==> config.mk <==
export PLATFORM = sky130hd
export DESIGN_NAME = fpsr_top
export DESIGN_NICKNAME = d
export VERILOG_FILES = /design/src/inc/fpsr_pkg.sv /design/src/hdl/fpsr_top.sv /design/src/hdl/fpsr_sync.sv /design/src/hdl/fpsr_protect.sv
export SDC_FILE = /design/constraint.sdc
export NUM_CORES = 1
export LEC_CHECK = 0
export ABC_AREA = 1
export CAP_MARGIN = 20
export CORE_UTILIZATION = 40
export CTS_BUF_LIST = sky130_fd_sc_hd__clkbuf_8
export CTS_CLUSTER_DIAMETER = 120
export CTS_CLUSTER_SIZE = 28
export DETAILED_ROUTE_END_ITERATION = 10
export DONT_BUFFER_PORTS = 1
export PLACE_DENSITY_LB_ADDON = 0.05
export SETUP_SLACK_MARGIN = 0.15
export SLEW_MARGIN = 20
export SYNTH_ARGS = -nofsm -noshare
export SYNTH_HDL_FRONTEND = slang
export SYNTH_SLANG_ARGS = --single-unit
==> constraint.sdc <==
create_clock -name REF_CLK -period 3.85 [get_ports REF_CLK]
set_input_delay 0.385 -clock REF_CLK [delete_from_list [all_inputs] [get_ports REF_CLK]]
set_output_delay 0.385 -clock REF_CLK [all_outputs]
set_load 0.01 [all_outputs]
==> src/inc/fpsr_pkg.sv <==
// Constants, types and helpers shared by the primary flash status register block.
// Summary of operation
// - Bit 7 with partner bit and pin locks writes
// - Bit 5 protects from bottom or top
// - Bits 4:2 protect level, set by 01h only
// - Protect level resets to zero, nothing protected
// - Program or erase into protected area refused
// - Latch clear blocks program, erase, status writes
// - Latch cleared at power-up and reset
// - Incomplete command leaves latch untouched
// - Latch cleared only after complete write command
// - Opcode 06h sets the latch
// - Opcode 50h leaves the latch as is
// - Bit 0 high while internal operation runs
// - Opcode 05h shifts the register out
// - Volatile status write skips non-volatile copy
`default_nettype none
package fpsr_pkg;
  // Opcodes decoded by the block.
  localparam logic [7:0] OPC_WREN = 8'h06;
  localparam logic [7:0] OPC_VWREN = 8'h50;
  localparam logic [7:0] OPC_RDSR = 8'h05;
  localparam logic [7:0] OPC_WRSR = 8'h01;
  localparam logic [7:0] OPC_PROG = 8'h02;
  localparam logic [7:0] OPC_ER4K = 8'h20;
  localparam logic [7:0] OPC_ER32K = 8'h52;
  localparam logic [7:0] OPC_ER64K = 8'hd8;
  localparam logic [7:0] OPC_CHIP_A = 8'hc7;
  localparam logic [7:0] OPC_CHIP_B = 8'h60;
  // Bit counts a command needs before it may execute.
  localparam logic [5:0] BITS_OPC = 6'h08;
  localparam logic [5:0] BITS_WRSR = 6'h10;
  localparam logic [5:0] BITS_ADDR = 6'h20;
  localparam logic [5:0] BITS_PROG = 6'h28;
  localparam logic [5:0] CNT_TOP = 6'h2f;
  localparam logic [2:0] BYTE_LAST_BIT = 3'h7;
  localparam logic [2:0] IDX_OPC = 3'h0;
  localparam logic [2:0] IDX_WRSR = 3'h1;
  localparam logic [2:0] IDX_DATA = 3'h4;
  // Register layout and values.
  localparam int STAT_MSB = 7;
  localparam int FIELD_LSB = 2;
  localparam logic [2:0] LEVEL_NONE = 3'h0;
  localparam logic [2:0] LEVEL_ALL = 3'h7;
  localparam logic [7:0] STAT_RESET = 8'h00;
  // Protection geometry in 4 kB sectors.
  localparam logic [9:0] SECT_TOTAL = 10'h100;
  localparam logic [9:0] UNIT_SMALL = 10'h001;
  localparam logic [9:0] UNIT_LARGE = 10'h010;
  localparam logic [7:0] SPAN_4K = 8'h00;
  localparam logic [7:0] SPAN_32K = 8'h07;
  localparam logic [7:0] SPAN_64K = 8'h0f;
  localparam logic [7:0] SPAN_CHIP = 8'hff;

  typedef enum logic [2:0] {
    OPK_NONE = 3'h0, OPK_PROG = 3'h1, OPK_ER4K = 3'h2, OPK_ER32K = 3'h3,
    OPK_ER64K = 3'h4, OPK_CHIP = 3'h5, OPK_NVSR = 3'h6
  } fpsr_kind_e;

  typedef enum logic [1:0] {
    ST_READY = 2'b01,
    ST_BUSY = 2'b10
  } fpsr_state_e;

  typedef struct packed {
    logic protect_lo;
    logic protect_granularity;
    logic protect_direction;
    logic [2:0] protect_level;
    logic write_enable_latch;
    logic busy_flag;
  } fpsr_stat_s;

  typedef struct packed {
    fpsr_kind_e kind;
    logic [23:0] addr;
    logic [7:0] data;
  } fpsr_op_s;

  // Array operation selected by an opcode.
  function automatic fpsr_kind_e opc_kind(input logic [7:0] opc);
    case (opc)
      OPC_PROG: opc_kind = OPK_PROG;
      OPC_ER4K: opc_kind = OPK_ER4K;
      OPC_ER32K: opc_kind = OPK_ER32K;
      OPC_ER64K: opc_kind = OPK_ER64K;
      OPC_CHIP_A, OPC_CHIP_B: opc_kind = OPK_CHIP;
      default: opc_kind = OPK_NONE;
    endcase
  endfunction
endpackage
`default_nettype wire

==> src/hdl/fpsr_top.sv <==
// Primary status register with serial command decode, write gating and busy tracking.
`timescale 1ns/1ns
`default_nettype none
module fpsr_top
  import fpsr_pkg::*;
(
  input wire logic REF_CLK,
  input wire logic RST,
  input wire logic SCK,
  input wire logic CS_N,
  input wire logic SI,
  input wire logic WP_N,
  input wire logic STATUS_PROTECT_HI,
  input wire logic [5:0] NV_STATUS,
  input wire logic OP_DONE,
  output logic SO,
  output logic SO_OE,
  output logic OP_START,
  output fpsr_op_s OP,
  output logic PROG_STB,
  output logic [7:0] PROG_BYTE,
  output logic [7:0] STATUS
);
  logic [3:0] pin_s;
  logic sck_s, csn_s, si_s, wpn_s;
  logic sck_q, csn_q, rd_q, so_q, pstb_q, vol_q, start_q, load_q;
  logic sck_d, csn_d, rd_d, so_d, pstb_d, vol_d, start_d, load_d;
  logic [5:0] cnt_q, cnt_d;
  logic [7:0] sh_q, sh_d, opc_q, opc_d, wrd_q, wrd_d, out_q, out_d, pbyte_q, pbyte_d;
  logic [23:0] adr_q, adr_d;
  fpsr_stat_s stat_q, stat_d;
  fpsr_state_e st_q, st_d;
  fpsr_op_s op_q, op_d;
  logic sck_rise, sck_fall, cs_rise, byte_done, busy, locked, exec_c, prot_hit;
  logic [7:0] new_byte, span, first_sect;
  logic [5:0] need;
  fpsr_kind_e kind;
  logic [2:0] idx;

  // Serial pins come from the host's clock, so they are resampled first.
  // Select and write-protect reset high, so no false select edge follows reset.
  fpsr_sync #(.W(4), .INIT(4'h5)) u_sync (
    .clk(REF_CLK),
    .rst(RST),
    .din({SCK, CS_N, SI, WP_N}),
    .dout(pin_s)
  );
  assign sck_s = pin_s[3];
  assign csn_s = pin_s[2];
  assign si_s = pin_s[1];
  assign wpn_s = pin_s[0];

  // Edge detection on the resampled link clock and chip select.
  assign sck_rise = sck_s & ~sck_q & ~csn_s;
  assign sck_fall = ~sck_s & sck_q & ~csn_s;
  assign cs_rise = csn_s & ~csn_q;
  assign byte_done = sck_rise & (cnt_q[2:0] == BYTE_LAST_BIT);
  assign new_byte = {sh_q[6:0], si_s};
  assign idx = cnt_q[5:3];
  assign busy = (st_q == ST_BUSY);
  assign kind = opc_kind(opc_q);

  // Status writes lock when the partner bit is set, or when bit 7 is set while the pin is low.
  assign locked = STATUS_PROTECT_HI | (stat_q.protect_lo & ~wpn_s);

  // Bit count each command needs; unknown opcodes never execute.
  always_comb begin
    case (opc_q)
      OPC_WREN, OPC_VWREN, OPC_CHIP_A, OPC_CHIP_B: need = BITS_OPC;
      OPC_WRSR: need = BITS_WRSR;
      OPC_ER4K, OPC_ER32K, OPC_ER64K: need = BITS_ADDR;
      OPC_PROG: need = BITS_PROG;
      default: need = '0;
    endcase
  end

  // A command acts only when chip select rises on a byte boundary after it is whole.
  assign exec_c = cs_rise & (cnt_q[2:0] == 3'h0) & (need != 6'h00)
    & (cnt_q >= need) & ~busy;

  // Sectors touched by the pending array command.
  always_comb begin
    case (kind)
      OPK_ER32K: span = SPAN_32K;
      OPK_ER64K: span = SPAN_64K;
      OPK_CHIP: span = SPAN_CHIP;
      default: span = SPAN_4K;
    endcase
  end
  assign first_sect = adr_q[19:12] & ~span;

  fpsr_protect u_protect (
    .granularity(stat_q.protect_granularity),
    .direction(stat_q.protect_direction),
    .level(stat_q.protect_level),
    .first_sect(first_sect),
    .last_sect(first_sect | span),
    .hit(prot_hit)
  );

  // Serial shifter: collects opcode, address and data, and drives status bytes out.
  always_comb begin
    sck_d = sck_s;
    csn_d = csn_s;
    cnt_d = cnt_q;
    sh_d = sh_q;
    opc_d = opc_q;
    adr_d = adr_q;
    wrd_d = wrd_q;
    rd_d = rd_q;
    so_d = so_q;
    out_d = out_q;
    pstb_d = 1'b0;
    pbyte_d = pbyte_q;
    if (csn_s) begin
      cnt_d = '0;
      rd_d = 1'b0;
    end else if (sck_rise) begin
      sh_d = new_byte;
      // The count parks in its last byte so long programs keep byte alignment.
      cnt_d = (cnt_q == CNT_TOP) ? (CNT_TOP - 6'h07) : (cnt_q + 6'h01);
    end
    if (byte_done) begin
      if (idx == IDX_OPC) begin
        opc_d = new_byte;
        rd_d = (new_byte == OPC_RDSR);
      end else if (idx < IDX_DATA) begin
        adr_d = {adr_q[15:0], new_byte};
      end else if (opc_kind(opc_q) == OPK_PROG && stat_q.write_enable_latch && !busy) begin
        pstb_d = 1'b1;
        pbyte_d = new_byte;
      end
      if (idx == IDX_WRSR) begin
        wrd_d = new_byte;
      end
    end
    // Each new byte boundary reloads the live register, so polling sees fresh data.
    if (sck_fall && rd_q) begin
      if (cnt_q[2:0] == 3'h0) begin
        so_d = stat_q[STAT_MSB];
        out_d = {stat_q[6:0], 1'b0};
      end else begin
        so_d = out_q[7];
        out_d = {out_q[6:0], 1'b0};
      end
    end
  end

  always_ff @(posedge REF_CLK) begin
    if (RST) begin
      sck_q <= 1'b0;
      csn_q <= 1'b1;
      cnt_q <= '0;
      sh_q <= '0;
      opc_q <= '0;
      adr_q <= '0;
      wrd_q <= '0;
      rd_q <= 1'b0;
      so_q <= 1'b0;
      out_q <= '0;
      pstb_q <= 1'b0;
      pbyte_q <= '0;
    end else begin
      sck_q <= sck_d;
      csn_q <= csn_d;
      cnt_q <= cnt_d;
      sh_q <= sh_d;
      opc_q <= opc_d;
      adr_q <= adr_d;
      wrd_q <= wrd_d;
      rd_q <= rd_d;
      so_q <= so_d;
      out_q <= out_d;
      pstb_q <= pstb_d;
      pbyte_q <= pbyte_d;
    end
  end

  // Register, enable latches and busy tracking.
  always_comb begin
    stat_d = stat_q;
    vol_d = vol_q;
    st_d = st_q;
    op_d = op_q;
    start_d = 1'b0;
    load_d = 1'b0;
    if (load_q) begin
      stat_d[STAT_MSB:FIELD_LSB] = NV_STATUS;
    end
    if (exec_c) begin
      case (opc_q)
        OPC_WREN: begin
          stat_d.write_enable_latch = 1'b1;
          vol_d = 1'b0;
        end
        OPC_VWREN: begin
          vol_d = 1'b1;
        end
        OPC_WRSR: begin
          if (stat_q.write_enable_latch || vol_q) begin
            if (!locked) begin
              stat_d[STAT_MSB:FIELD_LSB] = wrd_q[STAT_MSB:FIELD_LSB];
              // Only a latch-enabled write reaches the stored copy.
              if (stat_q.write_enable_latch) begin
                start_d = 1'b1;
                op_d = '{kind: OPK_NVSR, addr: '0, data: wrd_q};
              end
            end
            stat_d.write_enable_latch = 1'b0;
            vol_d = 1'b0;
          end
        end
        default: begin
          if (kind != OPK_NONE && stat_q.write_enable_latch) begin
            if (!prot_hit) begin
              start_d = 1'b1;
              op_d = '{kind: kind, addr: adr_q, data: '0};
            end
            stat_d.write_enable_latch = 1'b0;
          end
        end
      endcase
    end
    case (st_q)
      ST_READY: if (start_d) st_d = ST_BUSY;
      ST_BUSY: if (OP_DONE) st_d = ST_READY;
      default: st_d = ST_READY;
    endcase
    stat_d.busy_flag = (st_d == ST_BUSY);
  end

  // Reset gives a cleared register; the stored copy loads on the cycle after release.
  always_ff @(posedge REF_CLK) begin
    if (RST) begin
      stat_q <= STAT_RESET;
      vol_q <= 1'b0;
      st_q <= ST_READY;
      op_q <= '0;
      start_q <= 1'b0;
      load_q <= 1'b1;
    end else begin
      stat_q <= stat_d;
      vol_q <= vol_d;
      st_q <= st_d;
      op_q <= op_d;
      start_q <= start_d;
      load_q <= load_d;
    end
  end

  assign SO = so_q;
  assign SO_OE = rd_q;
  assign OP_START = start_q;
  assign OP = op_q;
  assign PROG_STB = pstb_q;
  assign PROG_BYTE = pbyte_q;
  assign STATUS = stat_q;

  property p_wel_set;
    @(posedge REF_CLK) disable iff (RST)
      (exec_c && opc_q == OPC_WREN) |=> stat_q.write_enable_latch;
  endproperty
  a_wel_set: assert property (p_wel_set) else $error("write enable did not set latch");

  property p_vwel_keep;
    @(posedge REF_CLK) disable iff (RST)
      (exec_c && opc_q == OPC_VWREN) |=> $stable(stat_q.write_enable_latch);
  endproperty
  a_vwel_keep: assert property (p_vwel_keep) else $error("volatile enable moved latch");

  property p_reset_clear;
    @(posedge REF_CLK) $past(RST) |-> !stat_q.write_enable_latch && !stat_q.busy_flag;
  endproperty
  a_reset_clear: assert property (p_reset_clear) else $error("latch not clear after reset");

  property p_level_reset;
    @(posedge REF_CLK) $past(RST) |-> stat_q.protect_level == LEVEL_NONE;
  endproperty
  a_level_reset: assert property (p_level_reset) else $error("level not zero after reset");

  property p_incomplete;
    @(posedge REF_CLK) disable iff (RST)
      (cs_rise && !exec_c && !busy) |=> $stable(stat_q.write_enable_latch);
  endproperty
  a_incomplete: assert property (p_incomplete) else $error("aborted command moved latch");

  property p_start_needs_wel;
    @(posedge REF_CLK) disable iff (RST)
      OP_START |-> $past(stat_q.write_enable_latch) && !stat_q.write_enable_latch;
  endproperty
  a_start_needs_wel: assert property (p_start_needs_wel) else $error("op without latch");

  property p_protected;
    @(posedge REF_CLK) disable iff (RST) (OP_START && OP.kind != OPK_NVSR) |-> !$past(prot_hit);
  endproperty
  a_protected: assert property (p_protected) else $error("protected area op started");

  property p_busy;
    @(posedge REF_CLK) disable iff (RST)
      (OP_START |-> stat_q.busy_flag) and ($fell(stat_q.busy_flag) |-> $past(OP_DONE));
  endproperty
  a_busy: assert property (p_busy) else $error("busy flag out of step");

  property p_fields_written;
    @(posedge REF_CLK) disable iff (RST) !$stable(stat_q[STAT_MSB:FIELD_LSB])
      |-> $past(load_q) || ($past(exec_c) && $past(opc_q) == OPC_WRSR && !$past(locked));
  endproperty
  a_fields_written: assert property (p_fields_written) else $error("fields changed");

  property p_volatile_only;
    @(posedge REF_CLK) disable iff (RST)
      (exec_c && opc_q == OPC_WRSR && !stat_q.write_enable_latch) |=> !OP_START;
  endproperty
  a_volatile_only: assert property (p_volatile_only) else $error("volatile write stored");

  property p_read_msb;
    @(posedge REF_CLK) disable iff (RST)
      (sck_fall && rd_q && cnt_q[2:0] == 3'h0) |=> SO == $past(stat_q.protect_lo);
  endproperty
  a_read_msb: assert property (p_read_msb) else $error("status byte not shifted out");
endmodule
`default_nettype wire

==> src/hdl/fpsr_sync.sv <==
// Two-stage synchroniser for pins that arrive from outside the reference clock.
`timescale 1ns/1ns
`default_nettype none
module fpsr_sync #(
  parameter int W = 4,
  // Reset value of both stages; it should match the idle level of each pin.
  parameter logic [W-1:0] INIT = '0
) (
  input wire logic clk,
  input wire logic rst,
  input wire logic [W-1:0] din,
  output logic [W-1:0] dout
);
  logic [W-1:0] meta_q;
  logic [W-1:0] meta_d;
  logic [W-1:0] dout_d;

  // The first stage feeds only the second stage.
  always_comb begin
    meta_d = din;
    dout_d = meta_q;
  end

  always_ff @(posedge clk) begin
    if (rst) begin
      meta_q <= INIT;
      dout <= INIT;
    end else begin
      meta_q <= meta_d;
      dout <= dout_d;
    end
  end
endmodule
`default_nettype wire

==> src/hdl/fpsr_protect.sv <==
// Decides whether a sector range falls inside the block-protected region.
`timescale 1ns/1ns
`default_nettype none
module fpsr_protect
  import fpsr_pkg::*;
(
  input wire logic granularity,
  input wire logic direction,
  input wire logic [2:0] level,
  input wire logic [7:0] first_sect,
  input wire logic [7:0] last_sect,
  output logic hit
);
  logic [9:0] units;

  // Region size in sectors, capped at the whole array.
  always_comb begin
    if (level == LEVEL_NONE) begin
      units = '0;
    end else if (level == LEVEL_ALL) begin
      units = SECT_TOTAL;
    end else if (granularity) begin
      units = UNIT_SMALL << (level - 3'h1);
    end else begin
      units = UNIT_LARGE << (level - 3'h1);
    end
    if (units > SECT_TOTAL) begin
      units = SECT_TOTAL;
    end
    // Top-down regions end at the last sector, bottom-up start at sector zero.
    if (direction) begin
      hit = ({2'b00, last_sect} + units) >= SECT_TOTAL;
    end else begin
      hit = {2'b00, first_sect} < units;
    end
  end
endmodule
`default_nettype wire

# Word-level counts from Yosys, hierarchy flattened
# Cells that the tools add are included.
[totals]
in_bits = 14
ff_bits = 130
word_cells = 160
out_inout_bits = 55
[op_classes]
eq_ne = 25
n_mux = 44
shifts = 2
order_cmp = 5
bitwise_logic = 26
add_sub_neg = 3
n_reduce_logical = 28
[op_table]
columns = ["operator", "count"]
rows = [
  ["$mux 35", 5],
  ["$pmux 35 s2", 1],
  ["$mux 10", 4],
  ["$eq 8x7->1 const B", 3],
  ["$mux 6", 4],
  ["$pmux 6 s4", 1],
  ["$pmux 8 s3", 1],
  ["$eq 8x3->1 const B", 2],
  ["$eq 8x8->1 const B", 2],
  ["$mux 1", 15],
  ["$pmux 3 s5", 1],
  ["$mux 7", 2],
  ["$eq 3x3->1 const B", 4],
  ["$and 1x1->1", 11],
  ["$not 1->1", 11],
  ["$add 8x10->10", 1],
  ["$ge 10x9->1 const B", 1],
  ["$gt 10x9->1 const B", 1],
  ["$lt 8x10->1", 1],
  ["$shl 1x3->10 const A", 1],
  ["$shl 5x3->10 const A", 1],
  ["$logic_not 3->1", 3],
  ["$mux 3", 3],
  ["$reduce_bool 3->1", 3],
  ["other kinds (35)", 51],
]

# Logic depth before layout (Yosys ltp)
# Gate-level depths: netlist of run 1.
[depth]
ltp_word = 18
ltp_mapped = 24

# Cells and area by module
# A second synthesis of run 1 with hierarchy kept.
[hier_totals]
hier_cells = 831
hier_area_um2 = 5992.0
[modules_own_cells]
columns = ["mod", "instances", "seq_area_each_um2", "area_per_inst_um2", "cells_per_inst"]
rows = [
  ["fpsr_top", 1, 2422.3, 5096.1, 695],
  ["fpsr_protect", 1, 0.0, 671.9, 111],
  ["fpsr_sync", 1, 160.2, 224.0, 25],
]

# Least setup slack after synthesis of run 1
# Ideal clock, no wire load.
[synth_path]
path_type = "register to register"
start = "register stat_q (netlist bit STATUS[2])"
end = "register op_q (netlist bit OP[0])"
t_arrival_ps = 2658
setup_ps = 128
path_stages_with_launch = 19
path_slack_ps = 1065
path_cell_list = "dfxtp_1 > inv_2 > ha_1 > xnor2_2 > nand2_2 > o22ai_1 > inv_1 > ha_1 > nand2_1 > o21ai_0 > nand3_1 > nand2_1 > nand3b_1 > nand3_2 > nand2_4 > buf_2 > nand3_1 > nand2_1 > nor2_1"
[synth_between]
elab_chain_len = 12
elab_cells_between_ends = 16
cone_classes = "add/sub (2); order compare (3); eq/ne (2); shift (2); mux (5); reduce/logical (2)"
[synth_rtl]
columns = ["item", "line_no", "source"]
rows = [
  ["start, declared", "fpsr_top.sv:31", "fpsr_stat_s stat_q, stat_d;"],
  ["start signal, assigned", "fpsr_top.sv:242", "stat_q <= stat_d;"],
  ["$sub 3x1->3", "fpsr_protect.sv:23, fpsr_protect.sv:25", ""],
  ["$shl 5x3->10 or $shl 1x3->10 (tied branches)", "fpsr_protect.sv:25, fpsr_protect.sv:23", ""],
  ["$mux 10", "fpsr_protect.sv:22", "end else if (granularity) begin"],
  ["$mux 10", "fpsr_protect.sv:20", "end else if (level == LEVEL_ALL) begin"],
  ["$mux 10 *", "fpsr_protect.sv:18", "if (level == LEVEL_NONE) begin"],
  ["$gt 10x9->1", "fpsr_protect.sv:27", "if (units > SECT_TOTAL) begin"],
  ["$mux 10 *", "fpsr_protect.sv:27", ""],
  ["$add 8x10->10", "fpsr_protect.sv:32", "hit = ({2'b00, last_sect} + units) >= SECT_TOTAL;"],
  ["$ge 10x9->1", "fpsr_protect.sv:32", ""],
  ["$mux 1 *", "fpsr_protect.sv:31", "if (direction) begin"],
  ["$ne 2x1->1 (no line) *", "--", ""],
  ["$reduce_and 7->1 (no line) *", "--", ""],
  ["end signal, assigned", "fpsr_top.sv:245", "op_q <= op_d;"],
  ["end, declared", "fpsr_top.sv:33", "fpsr_op_s op_q, op_d;"],
]
# Mark *: on every way between the ends. The rest lies on a longest branch, timed or not.
# A chain may end at the register's enable or synchronous reset.

# Worst setup path in the final report of run 1
[layout_path]
start = "register stat_q (netlist bit STATUS[2])"
end = "register op_q (netlist bit OP[19])"
# Same word-level chain as after synthesis.

==> results of run 1 <==
[metal layers]
metal	part of all wire	vias up
met5	0	-
met4	0.014	0
met3	0.042	20
met2	0.46	100
met1	0.48	2431
li1	-	2712
[cells by family after synthesis]
group / count (synthesis) / share of synthesized area
xor gates and xnor gates: 4 / 0.00814
muxes: 1 / 0.00183
AOI/OAI and AO/OA: 201 / 0.178
DFF: 129 / 0.420
and+or+nand+nor: 329 / 0.243
adders and majority gates: 25 / 0.0509
buffers and inverters: 145 / 0.0991
[power groups by stage]
| stage | combinational [mW] | sequential [mW] | clock [mW] |
|---|---|---|---|
| 2_1_floorplan | 0.0905 | 1.38 | 0 |
| 3_3_place_gp | 0.0998 | 1.39 | 0 |
| 3_5_place_dp | 0.100 | 1.39 | 0 |
| 4_1_cts | 0.110 | 1.36 | 1.23 |
| 5_1_grt | 0.127 | 1.36 | 1.29 |
| 6_report | 0.110 | 1.36 | 1.20 |
[Yosys cell counts, drive strengths merged, types with 2 or more instances]
library cell  instances
clkbuf               24
nand2               136
a21oi               103
a211oi               13
nor4                  4
nor3                 11
nor2                105
dfxtp               129
ha                   25
or2                   5
xor2                  3
a31oi                 8
o31ai                 2
buf                  19
o21ai                70
inv                 101
nand3                54
nand3b                2
nand4                11
[worst min path at each step]
stage	from	endpoint	slack (ns)	depth (start not counted)
3_5_place_dp	u_sync.dout_d[1]	u_sync.dout[1]	0.39	2
5_1_grt	SCK	u_sync.dout_d[3]	0.01	2
3_3_place_gp	u_sync.dout_d[3]	u_sync.dout[3]	0.39	2
2_1_floorplan	u_sync.dout_d[1]	u_sync.dout[1]	0.39	2
6_report	SCK	u_sync.dout_d[3]	0.03	2
4_1_cts	SCK	u_sync.dout_d[3]	0.0005	2
[state kept, by name (all words and copies together), names as in the netlist, 2 cells and up]
| register | count |
|---|---|
| opc_q | 8 |
| PROG_BYTE | 8 |
| OP | 35 |
| u_sync.dout | 4 |
| sh_q | 7 |
| STATUS | 8 |
| u_sync.dout_d | 4 |
| cnt_q | 6 |
| wrd_q | 8 |
| out_q | 7 |
| st_q | 2 |
| adr_q | 24 |
[per-stage QoR]
step                      utilization  std cells  hold slack [ns]
after floorplan                     -        834            0.388
after CTS                       0.452       1018         0.000472
after detailed placement        0.422        985            0.395
after global routing            0.453       1018           0.0103
final                           0.453       1018           0.0269
after global placement          0.422        985            0.393
[cell type report]
type	count	area, sq um
Clock inverter	14	164
Timing Repair Buffer	11	98.8
Clock buffer	18	248
Inverter	102	383
Multi-Input combinational cell	560	2980
Fill cell	1539	8070
Tap cell	184	230
Sequential cell	129	2580
[worst max-delay path: stages (launching register included)]
cell and delay, ns:
dfxtp_2 0.45, inv_2 0.11, ha_1 0.28, xnor2_2 0.26, nand2_2 0.13, o22ai_1 0.25, ha_1 0.29, a21oi_1 0.19
nor2_1 0.06, a211oi_1 0.21, nand3_1 0.11, nand2_1 0.08, nand3_2 0.12, nand2_8 0.19, buf_6 0.25, nand3_1 0.11
nand2_1 0.10, nor2_1 0.04
[repair_timing]
action	CTS	global route
endpoints found under the setup margin	0	37
hold buffers	1	0
gates resized for setup	0	4
hold endpoints to repair	39	0
==> impl_metrics.ini, run 1 <==
[timing]
setup_viol = 0
tns_ns = 0
worstMarginPinSlew_ns = 0.752
max-slew-margin-rel = 0.498
skew_ns = 0.00699
fin_ws_ns = 0.517
slew_violations = 0
fin_crit_sh = 0.866
rsz0062_at_grt = no
max_freq_mhz = 300
finalHoldViolations = 0
layout_min_cycle_time_ns = 3.33

[setup_path]
r2r_start = STATUS[2]
crit_path_start_kind = register
path_max_fanout = 28
crit_path_start = STATUS[2]
rr_worst_depth = 17
critPathArrivalTime_ns = 3.69
crit_required_ns = 4.20
endpoint_kind = register
path_class = register to register
rr_endpoint = OP[19]
r2r_slack_ns = 0.52
cp-endpoint = OP[19]

[clock_tree]
clk-insertion-delay-late_ns = 0.45
numCtsBuffers = 17
cts_tree = built
postCtsSetupRepairBufs = 0
cts.htree.levels = 4
clk_path_buf_depth = 2
root_buffer = clkbuf_8
cts.sink_count = 129
path_clk_slew_ns = 0.08

[global_route]
top_usage_layer = met2
first_global_vias = 5165
use_met1 = 0.275
overflow = 0
grt_max_degree = 40
met2_usage = 0.349
met3_usage = 0.0501
track_usage = 0.213
grt_first_pass_wirelength_mm = 26.5
antenna_found_initial = 0

[status]
outcome = completed

[route]
vias = 5263
drc = 0
firstDrtPassIters = 4
vias_per_cell = 5.17
wire_per_inst_um = 15.7
final_antenna_net_count = 0
initialDrtViolationCount = 267
routed_wl_mm = 15.9

[logic_synthesis]
async_reset_ff_frac = 0
synthTopCellsByArea = dfxtp_1 (42%), a21oi_1 (8.4%), nand2_1 (8.0%)
synth-edff-count = 0
yosys.area.top_type = dfxtp_1
synth-seq-area-share = 0.420
synth_cell_type_count = 45
yosys.area.top_type_share = 0.420
yosys_warnings = 0
synth_area_sq_um = 6150
syn_nets = 873
synthCells = 834
synthFlopType = dfxtp_1
ys_ff_latch = 129
synth.avg_cell_area_sq_um = 7.37

[floorplan]
die_y_um = 126
initial_core_util = 0.417
io_pins = 69
core.rowCount = 44
dieArea_sq_um = 15900
core_area_sq_um = 14800
die_w_um = 126

[power_and_ir_drop]
p_clk_frac = 0.449
power_frac_seq = 0.510
net-switching-power_mw = 0.630
p_int_mw = 2.03
vdd_drop_max_mv = 0.264
switching_share = 0.236
p_leak_nw = 2.73
fin_total_pwr_mw = 2.66
power.share.combinational = 0.041
p_per_area_nw_per_um2 = 399

[final_layout]
area_delta_synth_final_pct = 8.69
final_cell_mix = nand2_1 (131), dfxtp_1 (128), a21oi_1 (103)
layout_commonest_cell = nand2_1
layout-drive-gt1-share = 0.0923
stdcell_area_sq_um = 6680
num_antenna_cells = 0
final_nets = 860

[place]
placed_area_sq_um = 6230
dpl.hpwl_mm = 11.6
pre_cts_ws_ns = 0.226
place_congestion = 0.839
io_buffers = 0

[min_path]
hold_class = input port to register

[run]
maxCapViolations = 0
No activity file was read; power rests on OpenSTA's default activity.
==> inputs of run 2 (changes only) <==
--- a/config.mk
+++ b/config.mk
@@ -6,13 +6,14 @@
 export NUM_CORES = 1
 export LEC_CHECK = 0
 export ABC_AREA = 1
+export BUFFER_PORTS_ARGS = -buffer_cell sky130_fd_sc_hd__buf_2
 export CAP_MARGIN = 20
 export CORE_UTILIZATION = 40
 export CTS_BUF_LIST = sky130_fd_sc_hd__clkbuf_8
 export CTS_CLUSTER_DIAMETER = 120
 export CTS_CLUSTER_SIZE = 28
 export DETAILED_ROUTE_END_ITERATION = 10
-export DONT_BUFFER_PORTS = 1
+export MAX_ROUTING_LAYER = met4
 export PLACE_DENSITY_LB_ADDON = 0.05
 export SETUP_SLACK_MARGIN = 0.15
 export SLEW_MARGIN = 20
==> impl_metrics.ini, run 2 (synthesis gave the netlist of run 1 again) <==
[status]
outcome = completed

[final_layout]
final_nets = 927
final_cell_mix = nand2_1 (131), dfxtp_1 (128), a21oi_1 (103)
layout-drive-gt1-share = 0.160
largest_register_ffs = 35
fin_util = 0.474
num_antenna_cells = 0
area_delta_synth_final_pct = 13.7
layout_commonest_cell = nand2_1

[global_route]
overflow = 0
first_global_vias = 5318
antenna_found_initial = 0
grt_first_pass_wirelength_mm = 26.9
grt_max_degree = 64
track_usage = 0.221

[route]
vias = 5582
routed_wl_mm = 16.0
drc = 0
initialDrtViolationCount = 285
wire_per_inst_um = 14.8
firstDrtPassIters = 5
vias_per_cell = 5.14
final_antenna_net_count = 0

[run]
maxCapViolations = 0

[timing]
fin_ws_ns = 0.520
max_freq_mhz = 300
rsz0062_at_grt = no
max-slew-margin-rel = 0.541
fin_crit_sh = 0.865
layout_min_cycle_time_ns = 3.33
finalHoldViolations = 0
hold_ws_ns = 0.116
slew_violations = 0
tns_ns = 0
skew_ns = 0.0186
worstMarginPinSlew_ns = 0.686
setup_viol = 0

[clock_tree]
cts.sink_count = 129
cts_tree = built
clk-insertion-delay-late_ns = 0.45
clk_path_buf_depth = 2
root_buffer = clkbuf_8
cts.htree.levels = 4
postCtsSetupRepairBufs = 0
numCtsBuffers = 17
path_clk_slew_ns = 0.08
cts_resized = 0
hold_buffers = 0

[power_and_ir_drop]
vdd_drop_max_mv = 0.238
p_per_area_nw_per_um2 = 383
p_leak_nw = 3.08

[setup_path]
critPathArrivalTime_ns = 3.70
crit_path_max_incr_delay_ns = 0.42
path_common_cell = nand3_1
path_depth = 17
path_class = register to register
path_cells = inv_2, ha_1, inv_1, nor3_1, nand3_1, o21a_1, ha_1, nand2_1, o21ai_0, nand3_1, nand2_1, nand3b_1, nand3_2, nand2_4, buf_6, nand3_1, a21oi_1
rr_worst_depth = 17
endpoint_kind = register
path_delay_family = simple AND/OR/NAND/NOR gates
path_buf_inv = 3
slowest_stage = dfxtp_2
path_max_fanout = 34
crit_required_ns = 4.22
crit_path_start_kind = register

[floorplan]
dieArea_sq_um = 15900
die_y_um = 126
io_pins = 69
core_area_sq_um = 14800
initial_core_util = 0.417
core.rowCount = 44
die_w_um = 126

[min_path]
worstHoldPathCells = 2
hold_class = input port to register

[place]
io_buffers = 68
dpl.hpwl_mm = 11.6
pre_cts_ws_ns = 0.394
place_congestion = 0.927
==> run 2: cell types whose count changed in the layout (fill, tap and decap cells not counted) <==
cell,before,now
buf_12,1,0
buf_2,0,68
clkinv_2,5,6
clkinv_4,2,1
clkinvlp_4,3,2
inv_6,1,2
nand2_4,1,2
nand2_8,1,0
==> run 2: area by class of cell <==
type,instances,area [sq um]
fill,1534,7760
multi-input combinational,560,2970
clock inverter,14,161
tap,184,230
timing repair buffer,78,419
sequential,129,2580
clock buffer,18,248
inverter,102,383
==> run 2: path summary, 6_finish.rpt <==
kind                                        from               end  slack, ns
worst min register to register  u_sync.dout_d[3]    u_sync.dout[3]       0.40
worst max register to register         STATUS[2]             OP[1]       0.52
worst max-delay path                   STATUS[2]             OP[1]       0.52
worst min-delay path                        WP_N  u_sync.dout_d[0]       0.12
==> run 2: worst register-to-register path, delay by kind of cell (launching register included) <==
family                     cells  cell delay [ns]
and+or+nand+nor                9             1.20
adders and majority gates      2             0.62
AOI/OAI and AO/OA              3             0.52
buffers and inverters          3             0.49
DFF                            1             0.42
==> run 2: metrics by stage <==
step / std cells / area [sq um] / total power [mW]
after floorplan: 834 / 6150 / 1.47
after global routing: 1085 / 6990 / 2.79
final: 1085 / 6990 / 2.68
after detailed placement: 1053 / 6570 / 1.51
after global placement: 1053 / 6570 / 1.50
after CTS: 1085 / 6980 / 2.71
==> run 2: layer usage <==
| layer | vias to the layer above | track usage | wire, um |
|---|---|---|---|
| li1 | 2836 | - | - |
| met1 | 2613 | 0.284 | 7720 |
| met2 | 116 | 0.349 | 7540 |
| met3 | 17 | 0.0429 | 585 |
| met4 | 0 | 0.0716 | 188 |
| met5 | - | - | 0 |
==> run 2: report_power, final <==
part	internal, mW	leakage (nW)	switching (mW)
logic	0.0413	1.83	0.0790
clock network	0.654	0.209	0.547
registers	1.34	1.04	0.0120
